[config.mk]
export PLATFORM = sky130hd
export DESIGN_NAME = timer16_control_autotrigger_reset
export DESIGN_NICKNAME = d
export VERILOG_FILES = /design/src/timer16_pkg.sv /design/src/timer16_control_autotrigger_reset.sv /design/src/timer16_prescaler.sv
export SDC_FILE = /design/constraint.sdc
export NUM_CORES = 1
export LEC_CHECK = 0
export BUFFER_PORTS_ARGS = -buffer_cell sky130_fd_sc_hd__buf_2
export CORE_ASPECT_RATIO = 1.25
export CORE_MARGIN = 3
export CORE_UTILIZATION = 43
export CTS_BUF_LIST = sky130_fd_sc_hd__clkbuf_8
export DETAILED_ROUTE_END_ITERATION = 10
export PLACE_DENSITY = 0.7
export SYNTH_ARGS = -nofsm -noshare
export SYNTH_HDL_FRONTEND = slang
export SYNTH_HIERARCHICAL = 1
export SYNTH_SLANG_ARGS = --single-unit
[constraint.sdc]
create_clock -name pclk -period 3.45 [get_ports pclk]
set_input_delay 0.1725 -clock pclk [delete_from_list [all_inputs] [get_ports pclk]]
set_output_delay 0.1725 -clock pclk [all_outputs]
set_load 0.05 [all_outputs]
[src/timer16_pkg.sv]
// constants and state types for the 16-bit timer control and period-reset block
// assumes a 32-bit apb slave at 50 mhz; one word per register
`default_nettype none
package timer16_pkg;
    // register byte addresses
    localparam logic [7:0] ctrl_addr       = 8'h00;
    localparam logic [7:0] count_low_addr  = 8'h04;
    localparam logic [7:0] count_high_addr = 8'h08;
    localparam logic [7:0] status_addr     = 8'h0C;
    // control field positions
    localparam int cs_lsb     = 6;
    localparam int ps_lsb     = 4;
    localparam int osc_bit    = 3;
    localparam int sync_bit   = 2;
    localparam int on_bit     = 0;
    localparam logic [7:0] ctrl_reset   = 8'h00;
    localparam logic [7:0] ctrl_wmask   = 8'hFD;  // bit 1 unimplemented
    localparam int rollover_bit         = 0;
    // clock source codes
    localparam logic [1:0] cs_instr  = 2'h0;
    localparam logic [1:0] cs_system = 2'h1;
    localparam logic [1:0] cs_pin    = 2'h2;
    // instruction clock is a quarter of the oscillator
    localparam logic [1:0] instr_div_last = 2'h3;
    localparam logic [15:0] count_reset   = 16'h0000;
    localparam logic [15:0] count_full    = 16'hFFFF;

    typedef struct packed {
        logic [7:0]  ctrl;
        logic [15:0] count;
        logic        rollover_flag;
        logic        rollover_pulse;
        logic [1:0]  instr_div;
        logic        pin_s1;
        logic        pin_s2;
        logic        pin_raw;
        logic        pin_prev;
        logic        xtal_out;
        logic        gate_clear;
        logic        pready;
        logic        pslverr;
        logic [31:0] prdata;
    } top_state_t;

    typedef struct packed {
        logic [2:0] cnt;
    } psc_state_t;
endpackage
`default_nettype wire

[src/timer16_control_autotrigger_reset.sv]
// 16-bit timer with control register, clock selection and trigger period reset
// assumes an apb master on pclk and a compare unit driving a one-cycle trigger
//
// How it works
// (RULE1) trigger clears whole 16-bit count
// (RULE2) trigger clear never sets rollover flag
// (RULE3) compare unit keeps its own interrupt
// (RULE4) compare value becomes period via clearing
// (RULE5) software should use synced instruction clock
// (RULE6) count write beats coincident trigger clear
// (RULE7) bits 7-6 select clock source
// (RULE8) pin source: pin edge or crystal
// (RULE9) prescale divides by 1,2,4,8
// (RULE10) bit 3 enables crystal oscillator
// (RULE11) bit 2 set bypasses input synchroniser
// (RULE12) bit 0 runs timer; clear stops, clears gate
// (RULE13) bit 1 always reads zero
// (RULE14) prescaler restarts on disable or prescale write; a write restarts it only when the prescale value changes
`default_nettype none
module timer16_control_autotrigger_reset (
    input  wire logic        pclk,                  // system clock, 50 mhz
    input  wire logic        presetn,               // async reset, active low
    input  wire logic        psel,                  // apb select
    input  wire logic        penable,               // apb access phase
    input  wire logic        pwrite,                // apb direction
    input  wire logic [7:0]  paddr,                 // apb byte address
    input  wire logic [31:0] pwdata,                // apb write data
    output logic             pready,                // apb ready
    output logic             pslverr,               // apb error, unmapped address
    output logic [31:0]      prdata,                // apb read data
    input  wire logic        autoconv_trigger,      // compare match, one-cycle pulse
    input  wire logic        external_clock_pin,    // external count clock
    input  wire logic        crystal_in_pin,        // crystal oscillator input
    output logic             crystal_out_pin,       // crystal drive, inverted input
    output logic             crystal_driver_enable, // oscillator circuit enable
    output logic [15:0]      count,                 // count value to compare unit
    output logic             rollover_pulse,        // one cycle on ffff to 0000
    output logic             gate_toggle_clear      // clears gate flip-flop
);
    timer16_pkg::top_state_t s_r;
    timer16_pkg::top_state_t s_nxt;

    logic       setup;
    logic       access;
    logic       wr_ctrl;
    logic       wr_low;
    logic       wr_high;
    logic       wr_status;
    logic       mapped;
    logic [1:0] cs;
    logic [1:0] ps;
    logic       on;
    logic       osc_en;
    logic       bypass_sync;
    logic       pin_level;
    logic       pin_edge;
    logic       src_tick;
    logic       psc_clear;
    logic       inc;

    // decode of the address map, used only for the pslverr answer on reads and writes
    function automatic logic is_mapped(input logic [7:0] a);
        is_mapped = (a == timer16_pkg::ctrl_addr) || (a == timer16_pkg::count_low_addr)
                 || (a == timer16_pkg::count_high_addr) || (a == timer16_pkg::status_addr);
    endfunction

    // control field views
    assign cs          = s_r.ctrl[timer16_pkg::cs_lsb +: 2];
    assign ps          = s_r.ctrl[timer16_pkg::ps_lsb +: 2];
    assign on          = s_r.ctrl[timer16_pkg::on_bit];
    assign osc_en      = s_r.ctrl[timer16_pkg::osc_bit];
    assign bypass_sync = s_r.ctrl[timer16_pkg::sync_bit];

    // bus phases; writes land on the access cycle, which always has pready high
    assign setup     = psel && !penable;
    assign access    = psel && penable && s_r.pready;
    assign mapped    = is_mapped(paddr);
    assign wr_ctrl   = access && pwrite && (paddr == timer16_pkg::ctrl_addr);
    assign wr_low    = access && pwrite && (paddr == timer16_pkg::count_low_addr);
    assign wr_high   = access && pwrite && (paddr == timer16_pkg::count_high_addr);
    assign wr_status = access && pwrite && (paddr == timer16_pkg::status_addr);

    // pin or crystal level; the raw sample skips the two-stage synchroniser
    always_comb
    begin
        if (bypass_sync)
            pin_level = s_r.pin_raw;  // RULE11
        else
            pin_level = s_r.pin_s2;  // RULE11
    end
    assign pin_edge = pin_level && !s_r.pin_prev;  // RULE8

    // source selection; the reserved code produces no ticks
    always_comb
    begin
        unique case (cs)  // RULE7
            timer16_pkg::cs_instr:  src_tick = (s_r.instr_div == timer16_pkg::instr_div_last);
            timer16_pkg::cs_system: src_tick = 1'b1;
            timer16_pkg::cs_pin:    src_tick = pin_edge;
            default:                src_tick = 1'b0;
        endcase
    end

    // a control write that changes the prescale, or a stopped timer, restarts the divider phase
    assign psc_clear = !on
        || (wr_ctrl && (pwdata[timer16_pkg::ps_lsb +: 2] != ps));  // RULE14

    timer16_prescaler u_prescaler (
        .pclk    (pclk),
        .presetn (presetn),
        .clear   (psc_clear),
        .sel     (ps),
        .tick    (src_tick && on),
        .inc     (inc)
    );

    // next state of every register in the block
    always_comb
    begin
        s_nxt = s_r;
        s_nxt.rollover_pulse = 1'b0;
        s_nxt.instr_div = s_r.instr_div + 2'h1;

        // input sampling; only s2 reads s1
        s_nxt.pin_s1 = osc_en ? crystal_in_pin : external_clock_pin;  // RULE8
        s_nxt.pin_s2 = s_r.pin_s1;
        s_nxt.pin_raw = osc_en ? crystal_in_pin : external_clock_pin;
        s_nxt.pin_prev = pin_level;

        // crystal driver follows its enable bit
        s_nxt.xtal_out = osc_en && !crystal_in_pin;  // RULE10

        // gate flip-flop held clear while the timer is off
        s_nxt.gate_clear = !on;  // RULE12

        // control register; unimplemented bit stays zero
        if (wr_ctrl)
            s_nxt.ctrl = pwdata[7:0] & timer16_pkg::ctrl_wmask;  // RULE13

        // count: software write, then trigger clear, then increment
        if (wr_low || wr_high)
        begin
            if (wr_low)
                s_nxt.count[7:0] = pwdata[7:0];  // RULE6
            if (wr_high)
                s_nxt.count[15:8] = pwdata[7:0];  // RULE6
        end
        else if (autoconv_trigger)
        begin
            // the compare pair then acts as period; compare irq is left to that unit
            s_nxt.count = timer16_pkg::count_reset;  // RULE1 RULE4 RULE3
        end
        else if (on && inc)
        begin
            s_nxt.count = s_r.count + 16'h0001;  // RULE12
            if (s_r.count == timer16_pkg::count_full)
                s_nxt.rollover_pulse = 1'b1;
        end

        // sticky rollover flag, write one to clear; a new rollover wins
        if (wr_status && pwdata[timer16_pkg::rollover_bit])
            s_nxt.rollover_flag = 1'b0;
        if (s_nxt.rollover_pulse)
            s_nxt.rollover_flag = 1'b1;  // RULE2

        // apb: zero wait states, answer prepared in the setup cycle
        s_nxt.pready = setup;
        s_nxt.pslverr = setup && !mapped;
        if (setup && !pwrite)
        begin
            s_nxt.prdata = 32'h0000_0000;
            unique case (paddr)
                timer16_pkg::ctrl_addr:
                    s_nxt.prdata[7:0] = s_r.ctrl & timer16_pkg::ctrl_wmask;  // RULE13
                timer16_pkg::count_low_addr:  s_nxt.prdata[7:0] = s_r.count[7:0];
                timer16_pkg::count_high_addr: s_nxt.prdata[7:0] = s_r.count[15:8];
                timer16_pkg::status_addr:
                    s_nxt.prdata[timer16_pkg::rollover_bit] = s_r.rollover_flag;
                default: s_nxt.prdata = 32'h0000_0000;
            endcase
        end
        else if (setup)
        begin
            s_nxt.prdata = 32'h0000_0000;
        end
    end

    // single state register; constants only under reset
    always_ff @(posedge pclk or negedge presetn)
    begin
        if (!presetn)
        begin
            s_r <= '0;
            s_r.ctrl <= timer16_pkg::ctrl_reset;
            s_r.count <= timer16_pkg::count_reset;
            s_r.gate_clear <= 1'b1;
        end
        else
        begin
            s_r <= s_nxt;
        end
    end

    // every output straight from the state register
    assign pready                = s_r.pready;
    assign pslverr               = s_r.pslverr;
    assign prdata                = s_r.prdata;
    assign crystal_out_pin       = s_r.xtal_out;
    assign crystal_driver_enable = s_r.ctrl[timer16_pkg::osc_bit];  // RULE10
    assign count                 = s_r.count;
    assign rollover_pulse        = s_r.rollover_pulse;
    assign gate_toggle_clear     = s_r.gate_clear;  // RULE12
endmodule // timer16_control_autotrigger_reset
`default_nettype wire

[src/timer16_prescaler.sv]
// input prescaler: passes one of every 1, 2, 4 or 8 source ticks
// assumes tick is a one-cycle pulse on pclk
`default_nettype none
module timer16_prescaler (
    input  wire logic       pclk,     // system clock
    input  wire logic       presetn,  // async reset, active low
    input  wire logic       clear,    // restart from phase zero
    input  wire logic [1:0] sel,      // prescale code
    input  wire logic       tick,     // selected source tick
    output logic            inc       // counter increment pulse
);
    timer16_pkg::psc_state_t s_r;
    timer16_pkg::psc_state_t s_nxt;
    logic [2:0] last;

    // last phase for the chosen ratio
    always_comb
    begin
        last = 3'((4'h1 << sel) - 4'h1);  // RULE9
        s_nxt = s_r;
        inc = 1'b0;
        if (clear)
        begin
            s_nxt.cnt = 3'h0;  // RULE14
        end
        else if (tick)
        begin
            if (s_r.cnt == last)
            begin
                s_nxt.cnt = 3'h0;
                inc = 1'b1;  // RULE9
            end
            else
            begin
                s_nxt.cnt = s_r.cnt + 3'h1;
            end
        end
    end

    always_ff @(posedge pclk or negedge presetn)
    begin
        if (!presetn)
            s_r <= '0;
        else
            s_r <= s_nxt;
    end
endmodule // timer16_prescaler
`default_nettype wire
# --- After elaboration in Yosys (flattened, before gate mapping) ---
# Cells that the tools add are included.
word_totals:
  register_bits: 69
  out_inout_bits: 54
op_classes:
  addsub: 4
  eq_ne: 11
  n_shift: 1
  muxes: 24
  n_reduce_logical: 35
ops:
  columns: ["cell", "count"]
  rows:
  - ["$mux 32", 2]
  - ["$mux 16", 3]
  - ["$pmux 7 s3", 1]
  - ["$add 16x1->16 const B", 1]
  - ["$eq 16x16->1 const B", 1]
  - ["$eq 8x4->1 const B", 2]
  - ["$logic_and 1x1->1", 16]
  - ["$mux 8", 2]
  - ["$mux 1", 11]
  - ["$mux 3", 3]
  - ["$eq 8x3->1 const B", 1]
  - ["$logic_not 8->1", 1]
  - ["$logic_not 1->1", 6]
  - ["$reduce_bool 2->1", 3]
  - ["$logic_or 1x1->1", 5]
  - ["$eq 2x2->1 const B", 2]
  - ["$ne 2x2->1 const B", 2]
  - ["$pmux 1 s4", 1]
  - ["$reduce_and 2->1", 2]
  - ["$add 3x1->3 const B", 1]
  - ["$eq 3x3->1", 1]
  - ["$pmux 1 s3", 1]
  - ["$reduce_bool 3->1", 1]
  - ["$shl 1x2->3 const A", 1]
  - ["5 further kinds", 5]

# --- Depth between registers and ports, before layout ---
depth:
  depth_word: 12
  mapped_depth: 14

# --- Cells and area by module ---
# Netlist, hierarchy kept.
by_module_without_submodules:
  columns: ["mod", "n_inst", "cells_per_inst", "area_per_inst_um2", "seq_area_each_um2"]
  rows:
  - ["timer16_control_autotrigger_reset", 1, 286, 2687.6, 1052.3]
  - ["timer16_prescaler", 1, 23, 225.2, 75.1]

# --- Least setup slack after synthesis ---
# OpenSTA, ideal clock, no wires.
synth_path:
  kind: "reg-to-reg"
  from: "register s_r (netlist bit pready)"
  to: "register count[0] (netlist name)"
  arrival_time_ns: 3.100
  slack_ns: 0.225
  path_stages_with_launch: 15
  path_cell_list: "dfrtp_1 -> nand4_1 -> nor4_1 -> and2_1 -> buf_2 -> o21ai_0 -> nand2_1 -> nand2b_1 -> a21oi_1 -> nand2_1 -> nand2_1 -> o22ai_1 -> or2_1 -> buf_2 -> mux2_4"
synth_between:
  elab_chain_cells: 9
  word_cells_on_any_way: 14
  classes_between: "eq/ne: 1; mux: 2; reduce/logical: 11"
synth_lines:
  columns: ["item", "line", "text"]
  rows:
  - ["start: declaration", "timer16_control_autotrigger_reset.sv:40", "timer16_pkg::top_state_t s_r;"]
  - ["start signal: assignment", "timer16_control_autotrigger_reset.sv:200", "s_r <= s_nxt;"]
  - ["$logic_and 1x1->1", "timer16_control_autotrigger_reset.sv:76", "assign access = psel && penable && s_r.pready;"]
  - ["$logic_and 1x1->1 (2 in a row)", "timer16_control_autotrigger_reset.sv:78", "assign wr_ctrl = access && pwrite && (paddr == timer16_pkg::ctrl_addr);"]
  - ["$logic_and 1x1->1", "timer16_control_autotrigger_reset.sv:106", "|| (wr_ctrl && (pwdata[timer16_pkg::ps_lsb +: 2] != ps));"]
  - ["$logic_or 1x1->1", "timer16_control_autotrigger_reset.sv:106", null]
  - ["named net psc_clear", "timer16_control_autotrigger_reset.sv:58", "logic psc_clear;"]
  - ["$mux 1", "timer16_prescaler.sv:22", "if (clear)"]
  - ["named net inc", "timer16_control_autotrigger_reset.sv:59", "logic inc;"]
  - ["$logic_and 1x1->1", "timer16_control_autotrigger_reset.sv:153", "else if (on && inc)"]
  - ["$reduce_bool 3->1 (no source line)", null, null]
  - ["$reduce_and 2->1 (no source line)", null, null]
# The timed path passes the listed nets, and every way through them passes these cells.
# A chain may end at the register's enable or synchronous reset.

# --- Worst setup path in the final report ---
layout_path:
  from: "register s_r (netlist bit pready)"
  to: "register count[1] (netlist name)"
layout_between:
  elab_chain_cells: 9
  word_cells_on_any_way: 14
  classes_between: "eq/ne: 1; mux: 2; reduce/logical: 11"
layout_lines:
  columns: ["item", "line"]
  rows:
  - ["$logic_and 1x1->1", "timer16_control_autotrigger_reset.sv:76"]
  - ["$logic_and 1x1->1 (2 in a row)", "timer16_control_autotrigger_reset.sv:78"]
  - ["$logic_and 1x1->1", "timer16_control_autotrigger_reset.sv:106"]
  - ["$logic_or 1x1->1", "timer16_control_autotrigger_reset.sv:106"]
  - ["named net psc_clear", "timer16_control_autotrigger_reset.sv:58"]
  - ["$mux 1", "timer16_prescaler.sv:22"]
  - ["named net inc", "timer16_control_autotrigger_reset.sv:59"]
  - ["$logic_and 1x1->1", "timer16_control_autotrigger_reset.sv:153"]
  - ["$reduce_bool 3->1 (no source line)", null]
  - ["$reduce_and 2->1 (no source line)", null]
# The timed path passes the listed nets, and every way through them passes these cells.

==> flow_metrics.tcl <==
set metrics [dict create \
    run_status "finished clean" \
    core_sq_um 6370 \
    synth_seq_cells 45 \
    filler_cell_count 613 \
    p_per_area_nw_per_um2 379 \
    final_cells 426 \
    antennaDiodeCount 0 \
    synth_flop_cell "sky130_fd_sc_hd__dfrtp_1" \
    cap_violations 0 \
    cts-root-to-sink-buffers 2 \
    cellLeakagePower_nw 1.48 \
    timing_max_transition_violations_final 0 \
    synthDistinctLibCells 59 \
    final_critical_path_setup_slack_ps 621 \
    ctsResizeCount 0 \
    setup_repair_after_global_routing_missed_its_margin "false" \
    tritoncts_buffers 5 \
    crit_family "simple AND/OR/NAND/NOR gates" \
    synth-async-reset-ratio 1.00 \
    synth.yosys.seq_area_share 0.387 \
    die_h_microns 98.0 \
    drive_above_1_share 0.238 \
    post-dp-hpwl_microns 5160 \
    crit_top_cell "sky130_fd_sc_hd__nand2_1" \
    timing.final.hold_violations 0 \
    gr-usage-all-layers 0.185 \
    first_pass_iters 5 \
    place.gp.congestion 0.848 \
    clock.fmax_ghz 0.354 \
    cts_tree "yes" \
    worstSetupPathType "flop to flop" \
    global_route_wire_length_before_repair_microns 11200 \
    tightest_slew_ps 998 \
    timing.critical_path.from "pready" \
    io_pins 102 \
    clock_skew_ps 5.86 \
    placement.io_buffers 53 \
    globalRouteOverflowTotal 0 \
    floorplan.die_area_sq_um 7800 \
    r2r-start "pready" \
    cp_data_required_time_ps 3650 \
    drt_wl_total_microns 6950 \
    crit_chain "nand4_1 > buf_4 > nor4_1 > and2_1 > o21ai_0 > nand2_1 > nand2b_1 > a21oi_1 > nand2_1 > nand2_1 > o22ai_1 > or2_1 > mux2_4" \
    avgViaCountPerCell 5.57 \
    netlist_instances 309 \
    area_growth_from_synthesis_to_final_layout_pct 7.13 \
    placement.setup.worst_slack_ps 308 \
    cts.hold.buffers_added 0 \
    cts_sinks 45 \
    post_cts.repair.setup_buffers 0 \
    dpl.cell_count 418 \
    num-nets-final 391 \
    clk_root_buffer_cell "sky130_fd_sc_hd__clkbuf_8" \
    worst_skew_pair.late_latency_ps 310 \
    clk_transition_reported_paths_ps 90 \
    hold_start "crystal_in_pin" \
    timing.max_slew.rel_slack 0.335 \
    final_tns_setup_ps 0 \
    detail_route.iter0.violations 172 \
    yosysWarningCount 6 \
    period_share 0.820 \
    hp-class "input pin to flop" \
    critPathSlowestCell "sky130_fd_sc_hd__dfrtp_1" \
    startpoint_type "flop" \
    cts_max_level 2 \
    path_buf_inv 1 \
    floorplan.initialDensity 0.458 \
    highest_fanout_seen_on_the_critical_path 8 \
    finalSetupViolations 0 \
    drc_errors 0 \
    core.rowCount 32 \
    grt_start_max_net_pins 46 \
    postRouteAntennaNets 0 \
    worst_ep_arrival_time_ps 3030 \
    post_synth_instance_area_sq_um 2910 \
    synth_enable_flop_cells 0 \
    vias_in_the_first_global_route 2273 \
    num_vias 2371 \
    post_synth.cell_area_avg_sq_um 9.43 \
    critPathMaxStageDelay_ps 370 \
    wire_per_inst_microns 16.3 \
    final_period_minus_worst_setup_slack_ps 2830 \
    die_width_microns 79.6 \
    timing.critical_path.to_type "flop" \
    vdd_drop_max_mv 0.198 \
    antenna_found_initial 0 \
]
## layout make-up
class / count / area [sq um] / area share
sequential: 45 / 1130 / 0.361
clock buffer: 5 / 68.8 / 0.0221
tap: 85 / 106 / 0.0341
inverter: 13 / 48.8 / 0.0156
multi-input combinational: 216 / 1410 / 0.452
timing repair buffer: 59 / 310 / 0.0994
clock inverter: 3 / 47.5 / 0.0152
## metal layers
layer | share of wire | vias up | track usage | routed length [microns]
met4 | 0.034 | 0 | 0.0926 | 239
met5 | 0 | - | 0 | 0
met1 | 0.42 | 1108 | 0.235 | 2910
met3 | 0.087 | 18 | 0.0461 | 602
met2 | 0.46 | 127 | 0.288 | 3200
li1 | - | 1118 | - | -
## cells in the final DEF (no fill, tap or decap), types with 3 or more instances in the layout
cell,netlist,final
sky130_fd_sc_hd__a22o_1,9,9
sky130_fd_sc_hd__and3_1,3,3
sky130_fd_sc_hd__a32oi_1,6,6
sky130_fd_sc_hd__o31ai_1,4,4
sky130_fd_sc_hd__inv_1,13,13
sky130_fd_sc_hd__nor4_1,7,7
sky130_fd_sc_hd__buf_4,48,6
sky130_fd_sc_hd__mux2_1,6,6
sky130_fd_sc_hd__dfrtp_1,44,44
sky130_fd_sc_hd__o22ai_1,4,4
sky130_fd_sc_hd__nor2_1,15,15
sky130_fd_sc_hd__nand2b_1,4,4
sky130_fd_sc_hd__mux2i_1,6,6
sky130_fd_sc_hd__ha_1,3,3
sky130_fd_sc_hd__nand4_1,5,5
sky130_fd_sc_hd__a211oi_1,3,3
sky130_fd_sc_hd__nand2_1,22,22
sky130_fd_sc_hd__nand3_1,8,8
sky130_fd_sc_hd__o21ai_1,19,19
sky130_fd_sc_hd__clkbuf_8,0,5
sky130_fd_sc_hd__nor2b_1,3,3
sky130_fd_sc_hd__buf_2,5,53
sky130_fd_sc_hd__a21oi_1,9,9
sky130_fd_sc_hd__conb_1,1,24
sky130_fd_sc_hd__nor3_1,5,5
sky130_fd_sc_hd__o21ai_0,10,10
## where the power goes
group / internal, mW / total (mW) / switching (mW)
Sequential: 0.537 / 0.553 / 0.0154
Combinational: 0.0476 / 0.204 / 0.156
Clock: 0.221 / 0.425 / 0.204
Total: 0.806 / 1.18 / 0.375
## through the flow
stage	util	area, sq um	hold slack, ps	total power [mW]
2_1_floorplan	-	3000	-123	0.739
5_1_grt	0.490	3120	12.0	1.23
3_5_place_dp	0.472	3000	343	0.766
6_report	0.490	3120	13.7	1.18
4_1_cts	0.490	3120	13.0	1.19
3_3_place_gp	0.472	3000	343	0.764
## cell usage after synthesis (2+ instances only)
cell type	count	area (sq um)
sky130_fd_sc_hd__buf_4	48	360
sky130_fd_sc_hd__dfrtp_1	44	1100
sky130_fd_sc_hd__nand2_1	22	82.6
sky130_fd_sc_hd__o21ai_1	19	95.1
sky130_fd_sc_hd__nor2_1	15	56.3
sky130_fd_sc_hd__inv_1	13	48.8
sky130_fd_sc_hd__o21ai_0	10	50.1
sky130_fd_sc_hd__a21oi_1	9	45.0
sky130_fd_sc_hd__a22o_1	9	78.8
sky130_fd_sc_hd__nand3_1	8	40.0
sky130_fd_sc_hd__nor4_1	7	43.8
sky130_fd_sc_hd__a32oi_1	6	52.6
sky130_fd_sc_hd__mux2_1	6	67.6
sky130_fd_sc_hd__mux2i_1	6	60.1
sky130_fd_sc_hd__buf_2	5	25.0
sky130_fd_sc_hd__nand4_1	5	31.3
sky130_fd_sc_hd__nor3_1	5	25.0
sky130_fd_sc_hd__clkbuf_1	4	15.0
sky130_fd_sc_hd__nand2b_1	4	25.0
sky130_fd_sc_hd__o22ai_1	4	25.0
sky130_fd_sc_hd__o31ai_1	4	30.0
sky130_fd_sc_hd__a211oi_1	3	22.5
sky130_fd_sc_hd__and3_1	3	18.8
sky130_fd_sc_hd__ha_1	3	37.5
sky130_fd_sc_hd__nor2b_1	3	18.8
sky130_fd_sc_hd__a31o_1	2	17.5
sky130_fd_sc_hd__a31oi_1	2	12.5
sky130_fd_sc_hd__mux2_2	2	22.5
sky130_fd_sc_hd__mux2_4	2	30.0
sky130_fd_sc_hd__nand3b_1	2	15.0
sky130_fd_sc_hd__nor3b_1	2	15.0
sky130_fd_sc_hd__o31a_1	2	17.5
sky130_fd_sc_hd__o41a_1	2	22.5
sky130_fd_sc_hd__or4_4	2	22.5
sky130_fd_sc_hd__xor2_1	2	17.5
## flip-flops by register name, indices dropped and copies added (netlist names), 2 cells and up
signal / flops
prdata: 8
ps: 2
count: 16
s_r: 6
cs: 2
u_prescaler/s_r: 3
## cell families (layout without fill, tap and decap cells)
group | after synthesis | after routing | share of synthesized area
other | 1 | 24 | 0.00129
AOI/OAI and AO/OA | 83 | 83 | 0.202
DFF | 45 | 45 | 0.387
muxes | 17 | 17 | 0.0696
and+or+nand+nor | 86 | 86 | 0.160
xor gates and xnor gates | 3 | 3 | 0.00902
buffers and inverters | 71 | 80 | 0.158
adders and majority gates | 3 | 3 | 0.0129
## worst paths after layout
| path | to | slack, ps | cells past startpoint |
|---|---|---|---|
| min | crystal_out_pin | 10 | 2 |
| min reg2reg | s_r[38] | 380 | 0 |
| max | count[1] | 620 | 13 |
| max in group asynchronous | count[13] | 2820 | 1 |
| max reg2reg | count[1] | 620 | 13 |
| min in group asynchronous | crystal_out_pin | 30 | 1 |
(Power assumes the default switching activity.)
